<file path="src/core/trf_pkg.sv">
// Shared constants, carriers and state layout for the result/alarm block
package trf_pkg;

    // ****************************************************************
    // Register offsets on the plain register port
    // ****************************************************************
    localparam logic [3:0] TRF_ADDR_CFG = 4'h0;
    localparam logic [3:0] TRF_ADDR_HYST = 4'h1;
    localparam logic [3:0] TRF_ADDR_CONSEC = 4'h2;
    localparam logic [3:0] TRF_ADDR_STATUS = 4'h3;
    localparam logic [3:0] TRF_ADDR_LOC_HI = 4'h4;
    localparam logic [3:0] TRF_ADDR_LOC_LO = 4'h5;
    localparam logic [3:0] TRF_ADDR_REM_HI = 4'h6;
    localparam logic [3:0] TRF_ADDR_REM_LO = 4'h7;
    localparam logic [3:0] TRF_ADDR_LOC_HLIM = 4'h8;
    localparam logic [3:0] TRF_ADDR_LOC_LLIM = 4'h9;
    localparam logic [3:0] TRF_ADDR_REM_HLIM = 4'ha;
    localparam logic [3:0] TRF_ADDR_REM_LLIM = 4'hb;
    localparam logic [3:0] TRF_ADDR_LOC_OLIM = 4'hc;
    localparam logic [3:0] TRF_ADDR_REM_OLIM = 4'hd;
    localparam logic [3:0] TRF_ADDR_PINS = 4'he;

    // ****************************************************************
    // Field positions
    // ****************************************************************
    localparam int TRF_CFG_MASK = 7;
    localparam int TRF_CFG_PWRDN = 6;
    localparam int TRF_CFG_FSEL = 5;
    localparam int TRF_CFG_RANGE = 2;
    localparam int TRF_ST_LOC_HIGH = 6;
    localparam int TRF_ST_LOC_LOW = 5;
    localparam int TRF_ST_REM_HIGH = 4;
    localparam int TRF_ST_REM_LOW = 3;
    localparam int TRF_ST_OPEN = 2;

    // ****************************************************************
    // Reset values and format constants
    // ****************************************************************
    localparam logic [7:0] TRF_CFG_RST = 8'h00;
    localparam logic [7:0] TRF_HYST_RST = 8'h0a;
    localparam logic [7:0] TRF_HLIM_RST = 8'h55;
    localparam logic [7:0] TRF_LLIM_RST = 8'h00;
    localparam logic [7:0] TRF_OLIM_RST = 8'h55;
    localparam logic [1:0] TRF_CONSEC_RST = 2'h0;
    localparam logic signed [9:0] TRF_EXT_OFFSET = 10'sh040;
    localparam logic signed [9:0] TRF_STD_MAX = 10'sh07f;
    localparam logic signed [9:0] TRF_EXT_MAX = 10'sh0ff;
    localparam logic [2:0] TRF_CNT_MAX = 3'h4;
    localparam logic TRF_CH_LOCAL = 1'b0;
    localparam logic TRF_CH_REMOTE = 1'b1;

    typedef enum logic [1:0] {TRF_IDLE, TRF_BETA, TRF_CONV} trf_phase_t;

    // Register port request
    typedef struct packed {
        logic [3:0] addr;
        logic [7:0] wdata;
        logic wr;
        logic rd;
    } trf_bus_t;

    // Conversion result from the front end, temp in signed sixteenths
    typedef struct packed {
        logic done;
        logic fault;
        logic signed [12:0] temp;
    } trf_conv_t;

    typedef struct packed {
        trf_phase_t phase;
        logic chan;
        logic range_ext;
        logic [7:0] cfg;
        logic [7:0] hyst;
        logic [1:0] consec;
        logic [7:0] status;
        logic [1:0][7:0] res_hi;
        logic [1:0][7:0] res_lo;
        logic [1:0][7:0] hlim;
        logic [1:0][7:0] llim;
        logic [1:0][7:0] olim;
        logic [1:0][2:0] cnt;
        logic [1:0] ol_act;
        logic [1:0] ol2_act;
        logic open_live;
        logic alert;
        logic [7:0] rdata;
        logic conv_start;
        logic beta_start;
        logic conv_abort;
        logic ol_oe_n;
        logic al_oe_n;
    } trf_state_t;

    localparam trf_state_t TRF_STATE_RST = '{
        phase: TRF_IDLE, chan: TRF_CH_REMOTE, cfg: TRF_CFG_RST,
        hyst: TRF_HYST_RST, consec: TRF_CONSEC_RST,
        hlim: {2{TRF_HLIM_RST}}, llim: {2{TRF_LLIM_RST}},
        olim: {2{TRF_OLIM_RST}}, ol_oe_n: 1'b1, al_oe_n: 1'b1,
        default: '0};

endpackage

</file>
<file path="src/core/trf_core.sv">
// Temperature result formatting, conversion sequencing and alarm pins
//
// The register offsets and the plain strobed port were left to the implementer.

// What this block does
// - Standard range high byte clamps below zero to 00 and above 127 to 7f.
// - Config bit 2 high selects extended range and extended binary format.
// - Range change applies from the next conversion; stored results keep format.
// - Extended range adds 64 to the high byte, covering -64 to 191.
// - Each result is two bytes: whole degrees high, fraction low.
// - Low byte holds sixteenths in its upper nibble, lower nibble zero.
// - Every remote conversion starts with current range selection.
// - Remote fault keeps last result, sets open bit 2, alerts if enabled.
// - Over-limit flag pulls low when a channel exceeds its flag limit.
// - Over-limit flag cannot be disabled by software.
// - Over-limit flag releases once at or below limit minus hysteresis.
// - Hysteresis resets to ten degrees.
// - Shared pin defaults to alert function, select bit clear.
// - Select bit 5 set makes shared pin a second over-limit flag on high limits.
// - Alert mode pulls low on high or low limit violation.
// - Alert needs one to four consecutive violating conversions.
// - Config bit 7 masks the alert so it never drives low.
// - Host address read releases alert only if condition ended and status clear.
// - Both alarm outputs are open-drain, drive low only.
// - Shutdown bit aborts the conversion at once; clear means continuous.
module trf_core
    import trf_pkg::*;
(
    input wire logic clk_sys,
    input wire logic rst_n,
    input wire trf_bus_t bus,
    output logic [7:0] rdata,
    input wire trf_conv_t conv,
    input wire logic beta_done,
    input wire logic alert_resp,
    output logic conv_start,
    output logic conv_chan,
    output logic beta_start,
    output logic conv_abort,
    input wire logic over_limit_flag_in,
    output logic over_limit_flag_o,
    output logic over_limit_flag_oe_n,
    input wire logic alarm_pin_in,
    output logic alarm_pin_o,
    output logic alarm_pin_oe_n
);

    // ****************************************************************
    // Result formatting
    // ****************************************************************

    // Clamp to the selected range; clamped values drop their fraction
    function automatic logic [15:0] trf_format(
        input logic signed [12:0] raw,
        input logic ext
    );
        logic signed [9:0] whole;
        logic signed [9:0] top;
        whole = 10'(raw >>> 4);
        top = TRF_STD_MAX;
        if (ext) begin
            whole = 10'(whole + TRF_EXT_OFFSET);
            top = TRF_EXT_MAX;
        end
        if (whole < 10'sh000) begin
            trf_format = 16'h0000;
        end else if (whole > top) begin
            trf_format = {top[7:0], 8'h00};
        end else begin
            trf_format = {whole[7:0], raw[3:0], 4'h0};
        end
    endfunction

    trf_state_t st;
    trf_state_t next_st;
    logic [15:0] fmt;
    logic [7:0] hi;
    logic store_ok;
    logic store_fault;
    logic [1:0] next_ol;
    logic [1:0] next_ol2;
    logic [1:0][2:0] next_cnt;
    logic [1:0] qual;
    logic [1:0] set_hi;
    logic [1:0] set_lo;
    logic [1:0] live;

    // Format uses the range caught at conversion start, not live config
    assign fmt = trf_format(conv.temp, st.range_ext);
    assign hi = fmt[15:8];

    // A completed conversion, unless shutdown aborts it this cycle
    assign store_ok = st.phase == TRF_CONV && conv.done && !conv.fault
        && !st.cfg[TRF_CFG_PWRDN];
    assign store_fault = st.phase == TRF_CONV && conv.done && conv.fault
        && !st.cfg[TRF_CFG_PWRDN] && st.chan == TRF_CH_REMOTE;

    // ****************************************************************
    // Per-channel limit evaluation
    // ****************************************************************
    for (genvar c = 0; c < 2; c++) begin : g_chan
        logic upd;
        logic viol;
        logic [7:0] ol_thr;
        logic [7:0] ol2_thr;

        assign upd = store_ok && st.chan == 1'(c);
        // Saturate so a small limit never wraps the release point
        assign ol_thr = st.olim[c] > st.hyst ? 8'(st.olim[c] - st.hyst)
            : 8'h00;
        assign ol2_thr = st.hlim[c] > st.hyst ? 8'(st.hlim[c] - st.hyst)
            : 8'h00;

        // Assert above the limit, hold until at or below limit minus hysteresis
        assign next_ol[c] = !upd ? st.ol_act[c]
            : st.ol_act[c] ? hi > ol_thr : hi > st.olim[c];
        assign next_ol2[c] = !upd ? st.ol2_act[c]
            : st.ol2_act[c] ? hi > ol2_thr : hi > st.hlim[c];

        assign viol = hi > st.hlim[c] || hi < st.llim[c];
        // Consecutive count, saturating so it cannot wrap to zero
        assign next_cnt[c] = !upd ? st.cnt[c]
            : !viol ? 3'h0
            : st.cnt[c] == TRF_CNT_MAX ? TRF_CNT_MAX
            : 3'(st.cnt[c] + 3'h1);
        assign live[c] = next_cnt[c] > {1'b0, st.consec};
        assign qual[c] = upd && live[c];
        assign set_hi[c] = qual[c] && hi > st.hlim[c];
        assign set_lo[c] = qual[c] && hi < st.llim[c];
    end

    // ****************************************************************
    // Next-state logic
    // ****************************************************************

    // One process owns every state field; pulses default low each cycle
    always_comb begin
        next_st = st;
        next_st.conv_start = 1'b0;
        next_st.beta_start = 1'b0;
        next_st.conv_abort = 1'b0;
        next_st.rdata = 8'h00;

        // Register writes
        if (bus.wr) begin
            unique case (bus.addr)
                TRF_ADDR_CFG: next_st.cfg = bus.wdata;
                TRF_ADDR_HYST: next_st.hyst = bus.wdata;
                TRF_ADDR_CONSEC: next_st.consec = bus.wdata[1:0];
                TRF_ADDR_LOC_HLIM: next_st.hlim[0] = bus.wdata;
                TRF_ADDR_LOC_LLIM: next_st.llim[0] = bus.wdata;
                TRF_ADDR_REM_HLIM: next_st.hlim[1] = bus.wdata;
                TRF_ADDR_REM_LLIM: next_st.llim[1] = bus.wdata;
                TRF_ADDR_LOC_OLIM: next_st.olim[0] = bus.wdata;
                TRF_ADDR_REM_OLIM: next_st.olim[1] = bus.wdata;
                default: ;
            endcase
        end

        // Conversion sequencing, local and remote in turn
        unique case (st.phase)
            TRF_IDLE: begin
                if (!st.cfg[TRF_CFG_PWRDN]) begin
                    next_st.chan = ~st.chan;
                    next_st.range_ext = st.cfg[TRF_CFG_RANGE];
                    if (~st.chan == TRF_CH_REMOTE) begin
                        next_st.beta_start = 1'b1;
                        next_st.phase = TRF_BETA;
                    end else begin
                        next_st.conv_start = 1'b1;
                        next_st.phase = TRF_CONV;
                    end
                end
            end
            TRF_BETA: begin
                if (st.cfg[TRF_CFG_PWRDN]) begin
                    next_st.conv_abort = 1'b1;
                    next_st.phase = TRF_IDLE;
                end else if (beta_done) begin
                    next_st.conv_start = 1'b1;
                    next_st.phase = TRF_CONV;
                end
            end
            TRF_CONV: begin
                if (st.cfg[TRF_CFG_PWRDN]) begin
                    next_st.conv_abort = 1'b1;
                    next_st.phase = TRF_IDLE;
                end else if (conv.done) begin
                    next_st.phase = TRF_IDLE;
                end
            end
        endcase

        // Store result; a fault keeps the previous value
        if (store_ok) begin
            next_st.res_hi[st.chan] = fmt[15:8];
            next_st.res_lo[st.chan] = fmt[7:0];
            if (st.chan == TRF_CH_REMOTE) begin
                next_st.open_live = 1'b0;
            end
        end
        if (store_fault) begin
            next_st.open_live = 1'b1;
        end

        next_st.ol_act = next_ol;
        next_st.ol2_act = next_ol2;
        next_st.cnt = next_cnt;

        // Status clears on read, but a same-cycle event still lands
        if (bus.rd && bus.addr == TRF_ADDR_STATUS) begin
            next_st.status = 8'h00;
        end
        next_st.status[TRF_ST_LOC_HIGH] |= set_hi[0];
        next_st.status[TRF_ST_LOC_LOW] |= set_lo[0];
        next_st.status[TRF_ST_REM_HIGH] |= set_hi[1];
        next_st.status[TRF_ST_REM_LOW] |= set_lo[1];
        next_st.status[TRF_ST_OPEN] |= store_fault;

        // Alert latch: set by a qualified event, released by address read
        if (!st.cfg[TRF_CFG_FSEL] && !st.cfg[TRF_CFG_MASK]
            && (|qual || store_fault)) begin
            next_st.alert = 1'b1;
        end else if (alert_resp && next_st.status == 8'h00
            && !(|live) && !next_st.open_live) begin
            next_st.alert = 1'b0;
        end

        // Pins drive low only; no path from config reaches this one
        next_st.ol_oe_n = ~|next_ol;
        if (next_st.cfg[TRF_CFG_FSEL]) begin
            next_st.al_oe_n = ~|next_ol2;
        end else begin
            next_st.al_oe_n = ~(next_st.alert
                && !next_st.cfg[TRF_CFG_MASK]);
        end

        // Read data appear in the following cycle only
        if (bus.rd) begin
            unique case (bus.addr)
                TRF_ADDR_CFG: next_st.rdata = st.cfg;
                TRF_ADDR_HYST: next_st.rdata = st.hyst;
                TRF_ADDR_CONSEC: next_st.rdata = {6'h00, st.consec};
                TRF_ADDR_STATUS: next_st.rdata = st.status;
                TRF_ADDR_LOC_HI: next_st.rdata = st.res_hi[0];
                TRF_ADDR_LOC_LO: next_st.rdata = st.res_lo[0];
                TRF_ADDR_REM_HI: next_st.rdata = st.res_hi[1];
                TRF_ADDR_REM_LO: next_st.rdata = st.res_lo[1];
                TRF_ADDR_LOC_HLIM: next_st.rdata = st.hlim[0];
                TRF_ADDR_LOC_LLIM: next_st.rdata = st.llim[0];
                TRF_ADDR_REM_HLIM: next_st.rdata = st.hlim[1];
                TRF_ADDR_REM_LLIM: next_st.rdata = st.llim[1];
                TRF_ADDR_LOC_OLIM: next_st.rdata = st.olim[0];
                TRF_ADDR_REM_OLIM: next_st.rdata = st.olim[1];
                TRF_ADDR_PINS: next_st.rdata = {6'h00, alarm_pin_in,
                    over_limit_flag_in};
                default: next_st.rdata = 8'h00;
            endcase
        end
    end

    // ****************************************************************
    // State register
    // ****************************************************************

    // Reset loads constants only, hysteresis among them
    always_ff @(posedge clk_sys or negedge rst_n) begin
        if (!rst_n) begin
            st <= TRF_STATE_RST;
        end else begin
            st <= next_st;
        end
    end

    assign rdata = st.rdata;
    assign conv_start = st.conv_start;
    assign conv_chan = st.chan;
    assign beta_start = st.beta_start;
    assign conv_abort = st.conv_abort;
    assign over_limit_flag_o = 1'b0;
    assign over_limit_flag_oe_n = st.ol_oe_n;
    assign alarm_pin_o = 1'b0;
    assign alarm_pin_oe_n = st.al_oe_n;
endmodule // trf_core

</file>
<file path="config.mk">
export PLATFORM = sky130hd
export DESIGN_NAME = trf_core
export DESIGN_NICKNAME = d
export VERILOG_FILES = /design/src/core/trf_pkg.sv /design/src/core/trf_core.sv
export SDC_FILE = /design/constraint.sdc
export NUM_CORES = 1
export LEC_CHECK = 0
export ABC_AREA = 1
export BUFFER_PORTS_ARGS = -buffer_cell sky130_fd_sc_hd__buf_2
export CORE_MARGIN = 1.5
export CORE_UTILIZATION = 60
export CTS_CLUSTER_SIZE = 10
export DETAILED_ROUTE_END_ITERATION = 7
export HOLD_SLACK_MARGIN = 0.12
export MAX_ROUTING_LAYER = met4
export PLACE_DENSITY = 0.75
export SLEW_MARGIN = 20
export SYNTH_ARGS = -nofsm -noshare
export SYNTH_HDL_FRONTEND = slang
export SYNTH_SLANG_ARGS = --single-unit
</file>
<file path="constraint.sdc">
create_clock -name clk_sys -period 8.5 [get_ports clk_sys]
set_input_delay 1.7 -clock clk_sys [delete_from_list [all_inputs] [get_ports clk_sys]]
set_output_delay 1.7 -clock clk_sys [all_outputs]
set_load 0.1 [all_outputs]
</file>
==> impl_metrics.ini <==
[timing]
clock.fmax_mhz = 189
slew_headroom_pct = 38.8
tightestPinTransition_ps = 894
finalSetupViolations = 0
fin_skew_ps = 11.0
timing.final.crit_share_pct = 62.1
post-route-min-period_ps = 5280
final_max_slew_viol_count = 0
hold_viol_final = 0
setup_tns_ps = 0
whs_ps = 465
rsz0062_at_grt = no

[outcome]
status = completed

[detailed_routing]
drc = 0
drt-pass1-iter-count = 7
drt-total-wl_mm = 29.4
wl_per_cell_um = 19.9
via_per_inst = 5.95
via_count = 8801
drtIter0Drc = 941
antenna_left = 0

[worst_hold_path]
hold_class = reg -> reg
min-delay-start = st[14]

[clock_network]
clk_latency_ps = 440
cts.path.max_buffers = 2
cts_setup_buffers = 0
path_clk_slew_ps = 60
cts_tree = built
cts_hold_buf = 0
clock-sinks = 127
numCtsBuffers = 17
htreeDepth = 4
ctsResizeCount = 0
root_buffer = clkbuf_16

[yosys]
yosysWarnings = 0
postSynthAreaPerCell_um2 = 7.46
synth_top_family_by_area = simple AND/OR/NAND/NOR gates
seq_area_frac_synth_pct = 34.8
async_flop_share_pct = 100
synth_edf_count = 0
synth-seq-cells = 127
yosys.area_share.simple_pct = 22.5
syn_inst = 1236
ys.flop_type = dfrtp_1
synth_adder_area_share_pct = 15.5
synth_area_um2 = 9220
synth_cell_type_count = 45
synth.area.mux_share_pct = 0
synth_compound_area_share_pct = 16.8
synth_xor_area_share_pct = 0.760

[floorplan]
num_rows = 45
dieArea_um2 = 16100
pin_count = 51
die_x_um = 127
core-area_um2 = 15100
start_util_pct = 61.1
die_h_um = 127

[worst_setup_path]
crit_start = conv[10]
cp.required_ps = 8870
r2r_start = st[131]
slowest_stage = ha_1
critical_path.most_common_cell = nand2_2
max_stage_delay_ps = 390
endpoint_kind = flop
worst_ep_arrival_time_ps = 5660
worstSetupPathType = in -> reg
startpoint_type = input port
worstPathMaxFanout = 10

[layout]
final_core_util_pct = 67.4
final_common_cell = nand2_1
layout_common_cells = nand2_1, inv_1, nor2_1
areaGrowthSynthToFinish_pct = 10.3
diodes = 0
fin_nets = 1426
drive_gt1_share_pct = 10.4
finish.cell_count_without_fillers = 1479

[placed_design]
port_buffers = 48
dp_cells = 1448
hpwl_mm = 21.4
gp_congestion = 0.990

[global_routing]
antenna_found_initial = 0
grt_max_degree = 80
overflow = 0
track_usage_pct = 39.1
grt_pass1_wl_mm = 45.5
grt_pass1_vias = 8288

[pwr]
p_per_area_nw_per_um2 = 320
vdd_ir_drop_max_v = 0.000169
leakage_nw = 5.25

[flow_run]
cap_viol_max_count = 0
[registers in the layout, indices dropped and copies added, names as in the netlist]
signal                count
st                      113
rdata                     8
alarm_pin_oe_n            1
beta_start                1
conv_abort                1
conv_chan                 1
conv_start                1
over_limit_flag_oe_n      1
[metrics by stage]
stage	worst slack (ps)	power, W	area (µm²)
2_1_floorplan	3590	0.00208	9220
5_1_grt	2800	0.00350	10200
6_report	3220	0.00325	10200
4_1_cts	3310	0.00322	10200
3_5_place_dp	2870	0.00247	9580
3_3_place_gp	3090	0.00243	9580
[worst max-delay path: cells and delay by family]
kind | cells | cell delay, ps
fa+ha+maj | 3 | 900
compound gates | 4 | 780
buf+inv | 3 | 490
simple gates | 19 | 1750
[where the power goes]
group	internal, W	switching [W]	total, W
Sequential	0.000799	0.000148	0.000947
Clock	0.000447	0.000295	0.000741
Combinational	0.000516	0.00105	0.00157
Total	0.00176	0.00149	0.00325
[cells in the mapped netlist (3+ instances only)]
| cell | number | area share [%] |
|---|---|---|
| nand2_1 | 301 | 12 |
| inv_1 | 193 | 7.9 |
| nor2_1 | 123 | 5.0 |
| o21ai_0 | 121 | 6.6 |
| ha_1 | 108 | 15 |
| dfrtp_1 | 106 | 29 |
| a21oi_1 | 61 | 3.3 |
| nand3_1 | 22 | 1.2 |
| dfstp_2 | 21 | 6.0 |
| o22ai_1 | 18 | 1.2 |
| nand4_1 | 17 | 1.2 |
| clkbuf_1 | 16 | 0.65 |
| nand2_2 | 15 | 1.0 |
| a221oi_1 | 11 | 1.0 |
| a211oi_1 | 10 | 0.81 |
| buf_4 | 10 | 0.81 |
| o21bai_1 | 10 | 0.81 |
| nor3_1 | 6 | 0.33 |
| a31oi_1 | 5 | 0.34 |
| xor2_1 | 5 | 0.48 |
| fa_1 | 4 | 0.87 |
| nand3_2 | 4 | 0.43 |
| o211ai_1 | 4 | 0.33 |
| o21a_1 | 4 | 0.33 |
| o21ai_1 | 4 | 0.22 |
| a2111oi_0 | 3 | 0.29 |
| a41oi_1 | 3 | 0.29 |
| nand2_4 | 3 | 0.37 |
| o221ai_1 | 3 | 0.29 |
| xnor2_1 | 3 | 0.29 |
[logic make-up (layout without fill, tap and decap cells)]
logic type / after synthesis / after routing
xor+xnor: 8 / 8
compound gates: 267 / 267
flops: 127 / 127
other cells: 1 / 2
simple gates: 498 / 498
fa+ha+maj: 112 / 112
buf+inv: 223 / 277
[routing by layer]
metal	routed length, µm	vias up	track usage [%]
met3	2920	102	8.56
met4	1630	0	20.0
met1	12500	4088	51.5
met2	12400	473	57.0
met5	0	-	-
li1	-	4138	-
[final timing paths]
kind | to | slack, ps | cells after the start
setup / recovery | alarm_pin_oe_n | 3220 | 29
hold / removal | st[14] | 460 | 2
setup reg to reg | alarm_pin_oe_n | 4380 | 27
hold reg to reg | st[14] | 460 | 2
max in group asynchronous | st[23] | 6040 | 2
min in group asynchronous | st[50] | 1290 | 1
[area by class of cell]
class,instances,area [µm²]
clock buffers,19,453
clock inverters,12,136
fillers,1333,4920
inverters,195,732
multi-input cells,887,5130
flip-flops and latches,127,3200
well taps,188,235
repair buffers,51,269
Note: power is estimated with default switching activity, not from simulation.
